[config.mk]
export PLATFORM = sky130hd
export DESIGN_NAME = pmu_reset_retention_ctrl
export DESIGN_NICKNAME = d
export VERILOG_FILES = /design/src/rtl/pmu_reset_retention_pkg.sv /design/src/rtl/pmu_reset_retention_ctrl.sv
export SDC_FILE = /design/constraint.sdc
export NUM_CORES = 1
export LEC_CHECK = 0
export ABC_AREA = 1
export BUFFER_PORTS_ARGS = -buffer_cell sky130_fd_sc_hd__buf_2
export CORE_UTILIZATION = 30
export DETAILED_ROUTE_END_ITERATION = 12
export PLACE_DENSITY = 0.67
export SYNTH_ARGS = -nofsm -noshare
export SYNTH_HDL_FRONTEND = slang
export SYNTH_SLANG_ARGS = --single-unit
[constraint.sdc]
create_clock -name aclk -period 2.2 [get_ports aclk]
set_clock_uncertainty 0.2 [all_clocks]
set_input_delay 0.11 -clock aclk [delete_from_list [all_inputs] [get_ports aclk]]
set_output_delay 0.11 -clock aclk [all_outputs]
set_load 0.05 [all_outputs]
[src/rtl/pmu_reset_retention_pkg.sv]
/*
  Package for the power-management reset and retention control block:
  register indices, field layouts, reset values and the packed carriers.
  Assumes a 32-bit AXI4-Lite register bus and a 16-bit register file.
*/
package pmu_reset_retention_pkg;

  // ----------------------------------------------------------------------
  // Register indices (byte address is four times the low index bits)
  // ----------------------------------------------------------------------
  localparam logic [31:0] CRYSTAL_READY_DELAY_IDX      = 32'h5000_0050;
  localparam logic [31:0] RETENTION_REG_OVERRIDE_IDX   = 32'h5000_0054;
  localparam logic [31:0] RESET_CAUSE_FLAGS_IDX        = 32'h5000_005e;
  localparam logic [31:0] BOOT_SECURITY_FLAGS_IDX      = 32'h5000_0066;
  localparam logic [31:0] RAIL_AUTO_DISCHARGE_IDX      = 32'h5000_0068;
  localparam logic [31:0] RAIL_IMMEDIATE_DISCHARGE_IDX = 32'h5000_006a;
  localparam logic [31:0] IRQ_STATUS_IDX               = 32'h5000_0070;
  localparam logic [31:0] IRQ_MASK_IDX                 = 32'h5000_0071;

  localparam int unsigned DECODE_LSB = 2;
  localparam int unsigned DECODE_W   = 8;

  // ----------------------------------------------------------------------
  // Field widths and reset values
  // ----------------------------------------------------------------------
  localparam int unsigned REG_W     = 16;
  localparam int unsigned DELAY_W   = 8;
  localparam int unsigned RET_N     = 3;
  localparam int unsigned OVR_W     = 2 * RET_N;
  localparam int unsigned CAUSE_W   = 5;
  localparam int unsigned SECURE_W  = 2;
  localparam int unsigned RAIL_N    = 3;
  localparam int unsigned IRQ_W     = 1;

  localparam logic [DELAY_W-1:0]  DELAY_RST    = 8'h00;
  localparam logic [DELAY_W-1:0]  DELAY_NO_IRQ = 8'h00;
  localparam logic [OVR_W-1:0]    OVR_RST      = 6'h00;
  localparam logic [CAUSE_W-1:0]  CAUSE_RST    = 5'h1f;
  localparam logic [SECURE_W-1:0] SECURE_RST   = 2'h0;
  localparam logic [RAIL_N-1:0]   RAIL_RST     = 3'h0;
  localparam logic [IRQ_W-1:0]    IRQ_RST      = 1'h0;

  // Reset cause bit positions
  localparam int unsigned CAUSE_POWER_ON = 0;
  localparam int unsigned CAUSE_PIN      = 1;
  localparam int unsigned CAUSE_SOFTWARE = 2;
  localparam int unsigned CAUSE_WATCHDOG = 3;
  localparam int unsigned CAUSE_DEBUG    = 4;

  // Boot security bit positions
  localparam int unsigned SEC_AUTH_BOOT    = 0;
  localparam int unsigned SEC_DEBUG_BLOCK  = 1;

  // Interrupt status bit positions
  localparam int unsigned IRQ_CRYSTAL = 0;

  // AXI responses
  localparam logic [1:0] RESP_OKAY   = 2'h0;
  localparam logic [1:0] RESP_SLVERR = 2'h2;

  // ----------------------------------------------------------------------
  // Carriers
  // ----------------------------------------------------------------------
  // Index 2 amp, 1 storage, 0 battery
  typedef struct packed {
    logic [RET_N-1:0] ldo_enable;
    logic [RET_N-1:0] vref_hold;
  } retention_ctrl_t;

  // Index 2 amp rail, 1 io rail, 0 core rail
  typedef struct packed {
    logic amp_rail_discharge;
    logic io_rail_discharge;
    logic core_rail_discharge;
  } rail_discharge_t;

  typedef struct packed {
    logic pin_reset;
    logic software_reset;
    logic watchdog_reset;
    logic debug_reset_request;
  } reset_events_t;

endpackage

[src/rtl/pmu_reset_retention_ctrl.sv]
/*
  Power-management reset and retention control registers: crystal settle
  counter with interrupt, retention regulator overrides, reset cause flags,
  boot security flags and rail discharge controls behind AXI4-Lite.
  Assumes aresetn is the power-on reset, event inputs are single-cycle
  pulses synchronous to aclk and lp_tick marks each low-power clock cycle.
*/
// Implementation choice: the AXI4-Lite slave port.
// Overview of operation
// - Count LP ticks to delay, then interrupt; zero disables
// - Regulator enable is software bit OR machine enable
// - Reference hold is software bit OR machine hold
// - Power-on, pin, software cause flags; reset reads one
// - Watchdog flag set by watchdog and power-on
// - Debug flag set by debug request and power-on
// - Boot flags write-one-only, cleared by power-on only
// - Debug block flag disables debug port completely
// - Authenticated-boot flag reports secure boot support
// - Auto-discharge rail on pin reset when enabled
// - Immediate discharge bit discharges rail at once
// - Discharge is immediate bit OR automatic discharge
`timescale 1ns/1ps

module pmu_reset_retention_ctrl (
  input  wire logic                                   aclk,
  input  wire logic                                   aresetn,
  input  wire logic [31:0]                            s_axi_awaddr,
  input  wire logic [2:0]                             s_axi_awprot,
  input  wire logic                                   s_axi_awvalid,
  output logic                                        s_axi_awready,
  input  wire logic [31:0]                            s_axi_wdata,
  input  wire logic [3:0]                             s_axi_wstrb,
  input  wire logic                                   s_axi_wvalid,
  output logic                                        s_axi_wready,
  output logic [1:0]                                  s_axi_bresp,
  output logic                                        s_axi_bvalid,
  input  wire logic                                   s_axi_bready,
  input  wire logic [31:0]                            s_axi_araddr,
  input  wire logic [2:0]                             s_axi_arprot,
  input  wire logic                                   s_axi_arvalid,
  output logic                                        s_axi_arready,
  output logic [31:0]                                 s_axi_rdata,
  output logic [1:0]                                  s_axi_rresp,
  output logic                                        s_axi_rvalid,
  input  wire logic                                   s_axi_rready,
  input  wire logic                                   lp_tick,
  input  wire logic                                   crystal_enable,
  input  wire pmu_reset_retention_pkg::retention_ctrl_t sm_retention,
  output pmu_reset_retention_pkg::retention_ctrl_t      retention_out,
  input  wire pmu_reset_retention_pkg::reset_events_t   reset_events,
  input  wire logic                                   pin_reset_active,
  output pmu_reset_retention_pkg::rail_discharge_t      rail_discharge,
  input  wire logic                                   debugger_enable,
  output logic                                        debug_port_allow,
  output logic                                        secure_boot_supported,
  output logic                                        crystal_settled_interrupt
);
  import pmu_reset_retention_pkg::*;

  // ----------------------------------------------------------------------
  // Register state
  // ----------------------------------------------------------------------
  logic [DELAY_W-1:0]  crystal_settle_count_q;
  logic [OVR_W-1:0]    override_q;
  logic [CAUSE_W-1:0]  cause_q;
  logic [CAUSE_W-1:0]  cause_d;
  logic [SECURE_W-1:0] secure_q;
  logic [SECURE_W-1:0] secure_d;
  logic [RAIL_N-1:0]   rail_auto_q;
  logic [RAIL_N-1:0]   rail_now_q;
  logic [IRQ_W-1:0]    irq_status_q;
  logic [IRQ_W-1:0]    irq_status_d;
  logic [IRQ_W-1:0]    irq_mask_q;
  logic                bvalid_q;
  logic [1:0]          bresp_q;
  logic                rvalid_q;
  logic [31:0]         rdata_q;
  logic [1:0]          rresp_q;

  // ----------------------------------------------------------------------
  // Write decode
  // ----------------------------------------------------------------------
  wire                logic                wr_fire;
  wire                logic [DECODE_W-1:0] wr_idx;
  wire                logic [REG_W-1:0]    wmask;
  wire                logic [REG_W-1:0]    wbits;
  wire                logic                wr_delay;
  wire                logic                wr_ovr;
  wire                logic                wr_cause;
  wire                logic                wr_secure;
  wire                logic                wr_auto;
  wire                logic                wr_now;
  wire                logic                wr_irq_st;
  wire                logic                wr_irq_mk;
  wire                logic                wr_hit;

  assign s_axi_awready = s_axi_awvalid & s_axi_wvalid & ~bvalid_q;
  assign s_axi_wready  = s_axi_awready;
  assign wr_fire       = s_axi_awready;
  assign wr_idx        = s_axi_awaddr[DECODE_LSB +: DECODE_W];
  assign wmask         = {{8{s_axi_wstrb[1]}}, {8{s_axi_wstrb[0]}}};
  assign wbits         = s_axi_wdata[REG_W-1:0] & wmask;

  assign wr_delay  = wr_fire & (wr_idx == CRYSTAL_READY_DELAY_IDX[DECODE_W-1:0]);
  assign wr_ovr    = wr_fire & (wr_idx == RETENTION_REG_OVERRIDE_IDX[DECODE_W-1:0]);
  assign wr_cause  = wr_fire & (wr_idx == RESET_CAUSE_FLAGS_IDX[DECODE_W-1:0]);
  assign wr_secure = wr_fire & (wr_idx == BOOT_SECURITY_FLAGS_IDX[DECODE_W-1:0]);
  assign wr_auto   = wr_fire & (wr_idx == RAIL_AUTO_DISCHARGE_IDX[DECODE_W-1:0]);
  assign wr_now    = wr_fire & (wr_idx == RAIL_IMMEDIATE_DISCHARGE_IDX[DECODE_W-1:0]);
  assign wr_irq_st = wr_fire & (wr_idx == IRQ_STATUS_IDX[DECODE_W-1:0]);
  assign wr_irq_mk = wr_fire & (wr_idx == IRQ_MASK_IDX[DECODE_W-1:0]);
  assign wr_hit    = wr_delay | wr_ovr | wr_cause | wr_secure | wr_auto | wr_now | wr_irq_st | wr_irq_mk;

  // Byte-lane merge of a stored field with new write data
  function automatic logic [REG_W-1:0] merge(input logic [REG_W-1:0] old_v);
    merge = (old_v & ~wmask) | wbits;
  endfunction

  // ----------------------------------------------------------------------
  // Crystal settle counter
  // ----------------------------------------------------------------------
  logic [DELAY_W-1:0] settle_cnt_q;
  logic               settle_done_q;
  logic               crystal_en_q;
  wire  logic         settle_hit;

  assign settle_hit = crystal_enable & crystal_en_q & ~settle_done_q & lp_tick
                    & (crystal_settle_count_q != DELAY_NO_IRQ)
                    & (settle_cnt_q + 8'h01 == crystal_settle_count_q);

  always_ff @(posedge aclk) begin
    if (!aresetn) begin
      settle_cnt_q  <= DELAY_RST;
      settle_done_q <= 1'b0;
      crystal_en_q  <= 1'b0;
    end else begin
      crystal_en_q <= crystal_enable;
      if (!crystal_enable || !crystal_en_q) begin
        settle_cnt_q  <= DELAY_RST;
        settle_done_q <= 1'b0;
      end else if (lp_tick && !settle_done_q) begin
        settle_cnt_q  <= settle_cnt_q + 8'h01;
        settle_done_q <= settle_hit;
      end
    end
  end

  // ----------------------------------------------------------------------
  // Sticky flags: hardware sets win over software writes
  // ----------------------------------------------------------------------
  wire  logic [CAUSE_W-1:0] cause_set;
  wire  logic [REG_W-1:0]   cause_w;

  assign cause_set[CAUSE_POWER_ON] = 1'b0;
  assign cause_set[CAUSE_PIN]      = reset_events.pin_reset;
  assign cause_set[CAUSE_SOFTWARE] = reset_events.software_reset;
  assign cause_set[CAUSE_WATCHDOG] = reset_events.watchdog_reset;
  assign cause_set[CAUSE_DEBUG]    = reset_events.debug_reset_request;

  assign cause_w  = merge({{(REG_W-CAUSE_W){1'b0}}, cause_q});
  assign cause_d  = (wr_cause ? cause_w[CAUSE_W-1:0] : cause_q) | cause_set;
  assign secure_d = secure_q | (wr_secure ? wbits[SECURE_W-1:0] : SECURE_RST);
  assign irq_status_d = (irq_status_q & ~(wr_irq_st ? wbits[IRQ_W-1:0] : IRQ_RST))
                      | {settle_hit};

  // ----------------------------------------------------------------------
  // Register file
  // ----------------------------------------------------------------------
  logic [REG_W-1:0] delay_w;
  logic [REG_W-1:0] ovr_w;
  logic [REG_W-1:0] auto_w;
  logic [REG_W-1:0] now_w;
  logic [REG_W-1:0] mask_w;

  assign delay_w = merge({{(REG_W-DELAY_W){1'b0}}, crystal_settle_count_q});
  assign ovr_w   = merge({{(REG_W-OVR_W){1'b0}}, override_q});
  assign auto_w  = merge({{(REG_W-RAIL_N){1'b0}}, rail_auto_q});
  assign now_w   = merge({{(REG_W-RAIL_N){1'b0}}, rail_now_q});
  assign mask_w  = merge({{(REG_W-IRQ_W){1'b0}}, irq_mask_q});

  always_ff @(posedge aclk) begin
    if (!aresetn) begin
      crystal_settle_count_q <= DELAY_RST;
      override_q             <= OVR_RST;
      cause_q                <= CAUSE_RST;
      secure_q               <= SECURE_RST;
      rail_auto_q            <= RAIL_RST;
      rail_now_q             <= RAIL_RST;
      irq_status_q           <= IRQ_RST;
      irq_mask_q             <= IRQ_RST;
    end else begin
      if (wr_delay) crystal_settle_count_q <= delay_w[DELAY_W-1:0];
      if (wr_ovr)   override_q             <= ovr_w[OVR_W-1:0];
      if (wr_auto)  rail_auto_q            <= auto_w[RAIL_N-1:0];
      if (wr_now)   rail_now_q             <= now_w[RAIL_N-1:0];
      if (wr_irq_mk) irq_mask_q            <= mask_w[IRQ_W-1:0];
      cause_q      <= cause_d;
      secure_q     <= secure_d;
      irq_status_q <= irq_status_d;
    end
  end

  // ----------------------------------------------------------------------
  // Retention regulator overrides
  // ----------------------------------------------------------------------
  for (genvar i = 0; i < RET_N; i++) begin : g_ret
    assign retention_out.ldo_enable[i] = override_q[2*i] | sm_retention.ldo_enable[i];
    assign retention_out.vref_hold[i]  = override_q[2*i+1] | sm_retention.vref_hold[i];
  end

  // ----------------------------------------------------------------------
  // Rail discharge
  // ----------------------------------------------------------------------
  wire logic [RAIL_N-1:0] rail_auto_now;

  assign rail_auto_now  = rail_auto_q & {RAIL_N{pin_reset_active}};
  assign rail_discharge = rail_discharge_t'(rail_now_q | rail_auto_now);

  // ----------------------------------------------------------------------
  // Security and interrupt outputs
  // ----------------------------------------------------------------------
  assign debug_port_allow          = ~secure_q[SEC_DEBUG_BLOCK] & debugger_enable;
  assign secure_boot_supported     = secure_q[SEC_AUTH_BOOT];
  assign crystal_settled_interrupt = |(irq_status_q & irq_mask_q);

  // ----------------------------------------------------------------------
  // Read decode
  // ----------------------------------------------------------------------
  wire  logic [DECODE_W-1:0] rd_idx;
  logic [REG_W-1:0]          rd_val;
  logic                      rd_hit;

  assign rd_idx = s_axi_araddr[DECODE_LSB +: DECODE_W];

  always_comb begin
    rd_val = '0;
    rd_hit = 1'b1;
    if (rd_idx == CRYSTAL_READY_DELAY_IDX[DECODE_W-1:0]) begin
      rd_val[DELAY_W-1:0] = crystal_settle_count_q;
    end else if (rd_idx == RETENTION_REG_OVERRIDE_IDX[DECODE_W-1:0]) begin
      rd_val[OVR_W-1:0] = override_q;
    end else if (rd_idx == RESET_CAUSE_FLAGS_IDX[DECODE_W-1:0]) begin
      rd_val[CAUSE_W-1:0] = cause_q;
    end else if (rd_idx == BOOT_SECURITY_FLAGS_IDX[DECODE_W-1:0]) begin
      rd_val[SECURE_W-1:0] = secure_q;
    end else if (rd_idx == RAIL_AUTO_DISCHARGE_IDX[DECODE_W-1:0]) begin
      rd_val[RAIL_N-1:0] = rail_auto_q;
    end else if (rd_idx == RAIL_IMMEDIATE_DISCHARGE_IDX[DECODE_W-1:0]) begin
      rd_val[RAIL_N-1:0] = rail_now_q;
    end else if (rd_idx == IRQ_STATUS_IDX[DECODE_W-1:0]) begin
      rd_val[IRQ_W-1:0] = irq_status_q;
    end else if (rd_idx == IRQ_MASK_IDX[DECODE_W-1:0]) begin
      rd_val[IRQ_W-1:0] = irq_mask_q;
    end else begin
      rd_hit = 1'b0;
    end
  end

  // ----------------------------------------------------------------------
  // AXI4-Lite responses
  // ----------------------------------------------------------------------
  assign s_axi_arready = ~rvalid_q;
  assign s_axi_bvalid  = bvalid_q;
  assign s_axi_bresp   = bresp_q;
  assign s_axi_rvalid  = rvalid_q;
  assign s_axi_rdata   = rdata_q;
  assign s_axi_rresp   = rresp_q;

  always_ff @(posedge aclk) begin
    if (!aresetn) begin
      bvalid_q <= 1'b0;
      bresp_q  <= RESP_OKAY;
    end else if (wr_fire) begin
      bvalid_q <= 1'b1;
      bresp_q  <= wr_hit ? RESP_OKAY : RESP_SLVERR;
    end else if (s_axi_bready) begin
      bvalid_q <= 1'b0;
    end
  end

  always_ff @(posedge aclk) begin
    if (!aresetn) begin
      rvalid_q <= 1'b0;
      rdata_q  <= '0;
      rresp_q  <= RESP_OKAY;
    end else if (s_axi_arvalid && !rvalid_q) begin
      rvalid_q <= 1'b1;
      rdata_q  <= {{(32-REG_W){1'b0}}, rd_val};
      rresp_q  <= rd_hit ? RESP_OKAY : RESP_SLVERR;
    end else if (s_axi_rready) begin
      rvalid_q <= 1'b0;
    end
  end

endmodule

**Yosys cells after proc, flatten, opt, wreduce, memory -nomap -nowiden**

Cells that the tools add are included.
Widths: inputs -> output; s select.

- Input port bits: 127
- Flip-flop bits (word level): 53
- Word-level logic and storage cells: 131

- Mux-type cells: 30
- Bitwise gates (word level): 56
- Reductions and logical operators: 11
- Add/subtract/negate cells: 1
- Equal/unequal tests: 17

Operator list:

| operator | count |
|---|---|
| $eq 8x7->1 const B | 16 |
| $and 1x1->1 | 19 |
| $mux 1 | 18 |
| $and 8x8->8 | 2 |
| $or 1x1->1 | 15 |
| $mux 2 | 7 |
| $mux 5 | 2 |
| $or 5x5->5 | 2 |
| $and 3x3->3 | 3 |
| $or 3x3->3 | 3 |
| $add 8x1->8 const B | 1 |
| $eq 8x8->1 | 1 |
| $not 8->8 | 1 |
| $or 8x8->8 | 1 |
| $reduce_bool 8->1 | 1 |
| $and 6x6->6 | 1 |
| $mux 3 | 2 |
| $mux 6 | 1 |
| $not 1->1 | 6 |
| $or 6x6->6 | 1 |
| $and 5x5->5 | 1 |
| $logic_not 1->1 | 4 |
| $reduce_bool 2->1 | 2 |
| $logic_and 1x1->1 | 2 |
| other kinds (3) | 3 |

**Logic depth before layout (Yosys ltp)**

Gate-level depths: netlist of run 1.

- Word-level depth: 11
- Depth in mapped cells: 11

**Worst setup path after synthesis of run 1**

No wires, ideal clock.

- Kind: flip-flop to flip-flop
- Start: register rvalid_q, in the netlist s_axi_rvalid
- End: register rdata_q[5], in the netlist s_axi_rdata[5]
- Cell stages (with the launch flop): 7
- Setup slack: 0.212 ns
- Data arrival time: 1.671 ns
- Setup time: 0.117 ns
- Path through: dfxtp_1 > inv_1 > nand2_1 > inv_1 > buf_2 > o221ai_1 > inv_1

- Longest elaborated chain between the ends: 2

RTL lines:

| element | RTL line | text |
|---|---|---|
| start, declared | pmu_reset_retention_ctrl.sv:76 | `logic rvalid_q;` |
| start signal, assigned | pmu_reset_retention_ctrl.sv:283 | `rvalid_q <= 1'b0;` |
| start signal, assigned | pmu_reset_retention_ctrl.sv:287 | `rvalid_q <= 1'b1;` |
| start signal, assigned | pmu_reset_retention_ctrl.sv:291 | `rvalid_q <= 1'b0;` |
| $logic_not 1->1 | pmu_reset_retention_ctrl.sv:286 | `end else if (s_axi_arvalid && !rvalid_q) begin` |
| $logic_and 1x1->1 | pmu_reset_retention_ctrl.sv:286 |  |
| end signal, assigned | pmu_reset_retention_ctrl.sv:288 | `rdata_q <= {{(32-REG_W){1'b0}}, rd_val};` |
| end, declared | pmu_reset_retention_ctrl.sv:77 | `logic [31:0] rdata_q;` |

No other way between the ends.
A chain may end at the register's enable or synchronous reset.

**Worst setup path in the final report of run 1**

- Start: register bvalid_q, in the netlist s_axi_bvalid
- End: register cause_q[2]

- Longest elaborated chain between the ends: 5

RTL lines:

| element | RTL line | text |
|---|---|---|
| start, declared | pmu_reset_retention_ctrl.sv:74 | `logic bvalid_q;` |
| start signal, assigned | pmu_reset_retention_ctrl.sv:271 | `bvalid_q <= 1'b0;` |
| start signal, assigned | pmu_reset_retention_ctrl.sv:274 | `bvalid_q <= 1'b1;` |
| start signal, assigned | pmu_reset_retention_ctrl.sv:277 | `bvalid_q <= 1'b0;` |
| $not 1->1 | pmu_reset_retention_ctrl.sv:97 | `assign s_axi_awready = s_axi_awvalid & s_axi_wvalid & ~bvalid_q;` |
| $and 1x1->1 | pmu_reset_retention_ctrl.sv:97 |  |
| $and 1x1->1 | pmu_reset_retention_ctrl.sv:106 | `assign wr_cause = wr_fire & (wr_idx == RESET_CAUSE_FLAGS_IDX[DECODE_W-1:0]);` |
| $mux 5 | pmu_reset_retention_ctrl.sv:161 | `assign cause_d = (wr_cause ? cause_w[CAUSE_W-1:0] : cause_q) \| cause_set;` |
| $or 5x5->5 | pmu_reset_retention_ctrl.sv:161 |  |
| end signal, assigned | pmu_reset_retention_ctrl.sv:197 | `cause_q <= cause_d;` |
| end, declared | pmu_reset_retention_ctrl.sv:65 | `logic [CAUSE_W-1:0] cause_q;` |

No other way between the ends.

==> summary.txt, run 1 <==
Run status
  – Status: finished with violations
  – Failing checks: hold timing

Route
  – Residual DRC: 0
  – Initial DRC Count: 126
  – Avg WL per Cell: between 10 and 15 um
  – DR vias/cell: approximately 4.6
  – Antenna Nets Post-Route: 0
  – Total Wirelength: 7.675 mm
  – DRT Pass-1 Iters: 4
  – Routed vias: 3065

Critical path
  – Worst EP required: 2.19 ns
  – Worst EP arrival: 2.06 ns
  – Setup crit end kind: register
  – Crit-path max FO: 5
  – CP Class: register to register
  – Worst setup SP type: register

Yosys
  – Async SR Flop Fraction: 0%
  – Syn Inst Count: ~440
  – Yosys reg bits: 51
  – Avg Inst Size Synth: 6.877 um^2
  – Sequential fraction of the synthesis area: 33.82%
  – Syn Std Cell Area: 3019 um^2
  – Primary FF master, synth: dfxtp_1
  – Unique masters post-synth: 43
  – Number of flops mapped to enable cells by yosys: 0
  – Ys Warns: 0

Global route
  – Global-route usage over all layers: 15.00%
  – Largest net degree at the start of global routing: 28
  – Vias in the first global route: 2822
  – Initial antenna violation count: 0
  – Congestion Overflow GR: 0
  – First-pass GRT wire length: 12.31 mm

Clocking
  – CTS H-tree lvls: 2
  – Clock root buffer: clkbuf_8
  – Worst-Skew Late Latency: 0.30 ns
  – CTS tree: yes
  – Post_cts resized: 0
  – CTS buffer count: 5
  – Sink Count: between 50 and 60
  – Clock slew seen by the registers of the worst setup and hold paths: ~0.09 ns
  – Clock Path Buffers: 2

Finish
  – Syn-to-layout area delta: 22.67%
  – Share of cells above drive strength 1: 22.41%
  – NumNets Final: 659
  – Diodes inserted: 0
  – Finished Layout Cells: about 660
  – Commonest non-fill, non-tap cell in the layout: buf_2
  – Most frequent cells in the layout: 72 x buf_2, 71 x nand2_1, 61 x inv_1, 51 x dfxtp_1, 49 x nor2_1

Placement
  – Inst Count DP: 637
  – Placer Congestion: 0.8891
  – Dpl hpwl: 6.014 mm
  – Port Buf Inserts: 72

STA
  – Hold_ws: -0.008509 ns
  – RSZ-0062 raised after global routing: false
  – Fmax: ~480 MHz
  – Setup TNS: 0 ns
  – Post-route clock period utilization: 94.03%
  – Final Max Slew Viols: 0
  – Final hold vios: 1
  – Final setup viols: 0
  – Crit path time final: 2.069 ns

Floorplanning
  – Core area: 9774 um^2
  – DIE HEIGHT: slightly above 100 um
  – Die W: 102.3 um
  – DIE AREA: 10470 um^2
  – FP Rows: 36
  – Initial core utilization: 30.89%
  – # IOs: 180

Power
  – Cell Pwr Density: 506.6 nW/um^2
  – VDD IR max: roughly 0.00025 V
  – Leakage: 1.730 nW

Min path
  – Hold crit path type: input port to register

Job
  – MaxCap Viol Count: 0
synth_stat cells, drive strengths merged (6+ instances only):
cell	number	share of area [%]
a211oi	9	2.6
a21oi	29	5.1
nand2	77	10
dfxtp	51	34
buf	33	8.0
o21ai	36	6.2
or2	6	1.2
nand3	32	5.6
nand4	12	2.5
nor3	6	1.7
nor2	57	8.1
inv	64	8.0
routing by layer:
layer	routed length (um)	share of wire [%]	GRT usage [%]	vias up
li1	-	-	-	1568
met1	3261	42	16.41	1389
met2	3930	51	28.50	96
met3	331	4.3	2.736	12
met4	152	2.0	5.714	0
met5	0	0	0	-
cell families after synthesis:
family / after synthesis / synth area share (%)
DFF: 51 / 33.82
buffers and inverters: 100 / 16.37
other: 1 / 0.1242
and+or+nand+nor: 192 / 29.67
AOI/OAI and AO/OA: 90 / 17.99
adders and majority gates: 1 / 0.4144
xor gates and xnor gates: 4 / 1.616
layout make-up:
class / count / area, um^2
Clock buffer: 6 / 82.58
Clock inverter: 1 / 5.005
Fill cell: 1042 / 6071
Inverter: 64 / 242.7
Multi-Input combinational cell: 313 / 1598
Sequential cell: 51 / 1021
Tap cell: 133 / 166.4
Timing Repair Buffer: 96 / 588.1
worst paths after layout:
kind,start,endpoint,slack [ns],cells after the start
worst max-delay path,s_axi_bvalid,cause_q[2],0.13,7
worst min-delay path,lp_tick,settle_cnt_q[0],-0.009,3
worst max register to register,s_axi_bvalid,cause_q[2],0.13,7
worst min register to register,settle_done_q,settle_done_q,0.26,2
worst max-delay path, stage by stage, from the launching register on:
cell           delay (ns)
dfxtp_1              0.35
nor2_4               0.13
inv_4                0.07
nor3_2               0.20
nand2_1              0.17
a21oi_1              0.16
o311ai_1             0.11
dlygate4sd3_1        0.57
metrics by stage:
step | power, mW | hold slack, ns | utilization (%) | instance area (um^2) | setup slack (ns)
3_5_place_dp | 1.329 | 0.1089 | 34.97 | 3418 | 0.2989
5_1_grt | 1.952 | 0.04981 | 37.89 | 3704 | 0.006651
2_1_floorplan | 1.270 | 0.003453 | - | 3113 | 0.2117
3_3_place_gp | 1.325 | 0.1093 | 34.97 | 3418 | 0.2850
4_1_cts | 1.890 | 0.0003758 | 37.81 | 3696 | 0.01780
6_report | 1.876 | -0.008509 | 37.89 | 3704 | 0.1313
power by group:
group	switching, mW	leakage (nW)	internal [mW]	total, mW
clock	0.297	0.0470	0.247	0.545
combinational	0.292	1.27	0.0968	0.389
sequential	0.00763	0.413	0.935	0.942
what timing repair did:
item                       in CTS  in global routing
setup buffers                   0                  1
hold endpoints to repair       28                  0
setup endpoints to repair       0                  4
hold buffers                   19                  0
(Power assumes the default switching activity.)
==> inputs of run 2 (changes only) <==
- PLACE_DENSITY: 0.67 -> unset
==> run 2 against run 1 <==
The run now ends clean. Largest cell class unchanged. Critical path depth did not move. Register-to-register slack barely moved. Non-clock buffer count up 1. Highest routed layer unchanged. Clock power is 2% higher. Core utilization rose by 0.10 points. Worst hold slack gained 0.023 ns.
==> summary.txt, run 2 (synthesis gave the netlist of run 1 again) <==
Power
  – Logic pwr share: 20.6% (was 20.7%)
  – VDD IR max: 0.0002734 V (was 0.0002512 V)
  – Switching power: 0.6059 mW (was 0.5969 mW)
  – Clock power frac: 29.5% (was 29.0%)
  – Cell Pwr Density: 508.1 nW/um^2 (was 506.6 nW/um^2)
  – Switching power share of the total: 32.12% (was 31.82%)
  – Int Power: 1.281 mW (was 1.279 mW)
  – Leakage: 1.732 nW (was 1.730 nW)
  – Flop pwr share: 49.9% (was 50.2%)

Clocking
  – Clock slew seen by the registers of the worst setup and hold paths: 0.10 ns (was 0.09 ns)
  – Clock root buffer: clkbuf_8 (unchanged)
  – CTS tree: yes (unchanged)
  – Sink Count: 51 (unchanged)
  – CTS H-tree lvls: 2 (unchanged)
  – CTS buffer count: 5 (unchanged)
  – Clock Path Buffers: 2 (unchanged)
  – Worst-Skew Late Latency: 0.31 ns (was 0.30 ns)

Route
  – Residual DRC: 0 (unchanged)
  – Uppermost layer routed: met4 (unchanged)
  – DR vias/cell: 4.562 (was 4.616)
  – WL met2: 3.840 mm (was 3.930 mm)
  – Initial DRC Count: 89 (was 126)
  – Total Wirelength: 7.747 mm (was 7.675 mm)
  – Avg WL per Cell: 11.65 um (was 11.56 um)
  – Antenna Nets Post-Route: 0 (unchanged)
  – DRT Pass-1 Iters: 5 (was 4)
  – Routed vias: 3034 (was 3065)
  – M1 WL: 3.461 mm (was 3.261 mm)
  – Metal3 WL: 354 um (was 331 um)

STA
  – Fmax: 482.8 MHz (was 483.4 MHz)
  – Hold_ws: 0.01444 ns (was -0.008509 ns)
  – Setup TNS: 0 ns (unchanged)
  – Final setup viols: 0 (unchanged)
  – Least-Margin Pin Slew: 0.4980 ns
  – Final hold vios: 0 (was 1)
  – Post-route clock period utilization: 94.14% (was 94.03%)
  – Worst relative slew slack: 66.68%
  – RSZ-0062 raised after global routing: false (unchanged)
  – Final Max Slew Viols: 0 (unchanged)
  – Crit path time final: 2.071 ns (was 2.069 ns)

Global route
  – Largest net degree at the start of global routing: 28 (unchanged)
  – First-pass GRT wire length: 12.32 mm (was 12.31 mm)
  – Congestion Overflow GR: 0 (unchanged)
  – Initial antenna violation count: 0 (unchanged)
  – Vias in the first global route: 2673 (was 2822)
  – Global-route usage over all layers: 15.20% (was 15.00%)

Floorplanning
  – Core area: 9774 um^2 (unchanged)
  – FP Rows: 36 (unchanged)
  – Die W: 102.3 um (unchanged)
  – DIE HEIGHT: 102.3 um (unchanged)
  – Initial core utilization: 30.89% (unchanged)
  – # IOs: 180 (unchanged)
  – DIE AREA: 10470 um^2 (unchanged)

Finish
  – Syn-to-layout area delta: 23.00% (was 22.67%)
  – Share of cells above drive strength 1: 22.74% (was 22.41%)
  – Most frequent cells in the layout: 72 x buf_2, 71 x nand2_1, 61 x inv_1, 51 x dfxtp_1, 49 x nor2_1 (unchanged)
  – Core Util, Final: 37.99% (was 37.89%)
  – Commonest non-fill, non-tap cell in the layout: buf_2 (unchanged)
  – NumNets Final: 660 (was 659)
  – Diodes inserted: 0 (unchanged)
  – Fill cells: 1076 (was 1042)

Min path
  – Hold crit path type: input port to register (unchanged)

Critical path
  – Crit-path max FO: 5 (unchanged)
  – Setup crit end kind: register (unchanged)
  – R2R setup slack: 0.13 ns (about the same)
  – Worst setup SP type: register (unchanged)
  – Worst EP required: 2.19 ns (about the same)
  – CP Class: register to register (unchanged)
  – Worst EP arrival: 2.06 ns (about the same)

Job
  – MaxCap Viol Count: 0 (unchanged)

Placement
  – Placer Congestion: 0.8637 (was 0.8891)
  – Port Buf Inserts: 72 (unchanged)
  – Dpl hpwl: 6.096 mm (was 6.014 mm)

Run status
  – Status: completed (was finished with violations)
## run 2: cell count changes in the layout (fill, tap and decap cells not counted), sizes merged
cell and change:
buf +1
## run 2: area by class of cell
type | count | area (um^2) | share of cell area, %
flip-flops and latches | 51 | 1021 | 27.49
clock inverters | 1 | 5.005 | 0.1348
multi-input cells | 313 | 1600 | 43.09
inverters | 64 | 242.7 | 6.536
clock buffers | 6 | 82.58 | 2.224
well taps | 133 | 166.4 | 4.481
repair buffers | 97 | 595.6 | 16.04
## run 2: metrics by stage
step	instance area, um^2	setup WS [ns]	power, mW	instances
detailed placement	3418	0.2345	1.328	637
global route	3714	0.0009202	1.983	665
CTS	3696	0.04355	1.895	663
finish	3714	0.1289	1.887	665
floorplan	3113	0.2117	1.270	464
global placement	3418	0.2779	1.324	637
## run 2: critical path: stages (launching register included)
cell           delay (ns)
dfxtp_1              0.35
nor2_4               0.14
inv_4                0.07
nor3_2               0.20
nand2_1              0.17
a21oi_1              0.16
o311ai_1             0.10
dlygate4sd3_1        0.57
## run 2: path summary, 6_finish.rpt
path | from | end | cells past startpoint
max | s_axi_bvalid | cause_q[2] | 7
min | s_axi_araddr[7] | s_axi_rdata[3] | 4
max reg2reg | s_axi_bvalid | cause_q[2] | 7
min reg2reg | settle_done_q | settle_done_q | 2
## run 2: repair_timing
action | CTS | global route
gates resized for setup | 0 | 1
endpoints found under the setup margin | 0 | 6
buffers inserted | 0 | 2
hold buffers | 19 | 0
endpoints found under the hold margin | 28 | 0
## run 2: power groups by stage
stage	Sequential (mW)	Clock (mW)	Combinational [mW]
global placement	0.964	0	0.361
global route	0.945	0.619	0.419
detailed placement	0.964	0	0.364
finish	0.942	0.556	0.388
CTS	0.942	0.567	0.385
floorplan	0.997	0	0.273
## run 2: per-layer routing
metal / global-route usage, % / vias to the layer above
met5: 0 / -
met4: 4.286 / 0
li1: - / 1568
met3: 2.941 / 8
met2: 27.52 / 86
met1: 18.17 / 1372
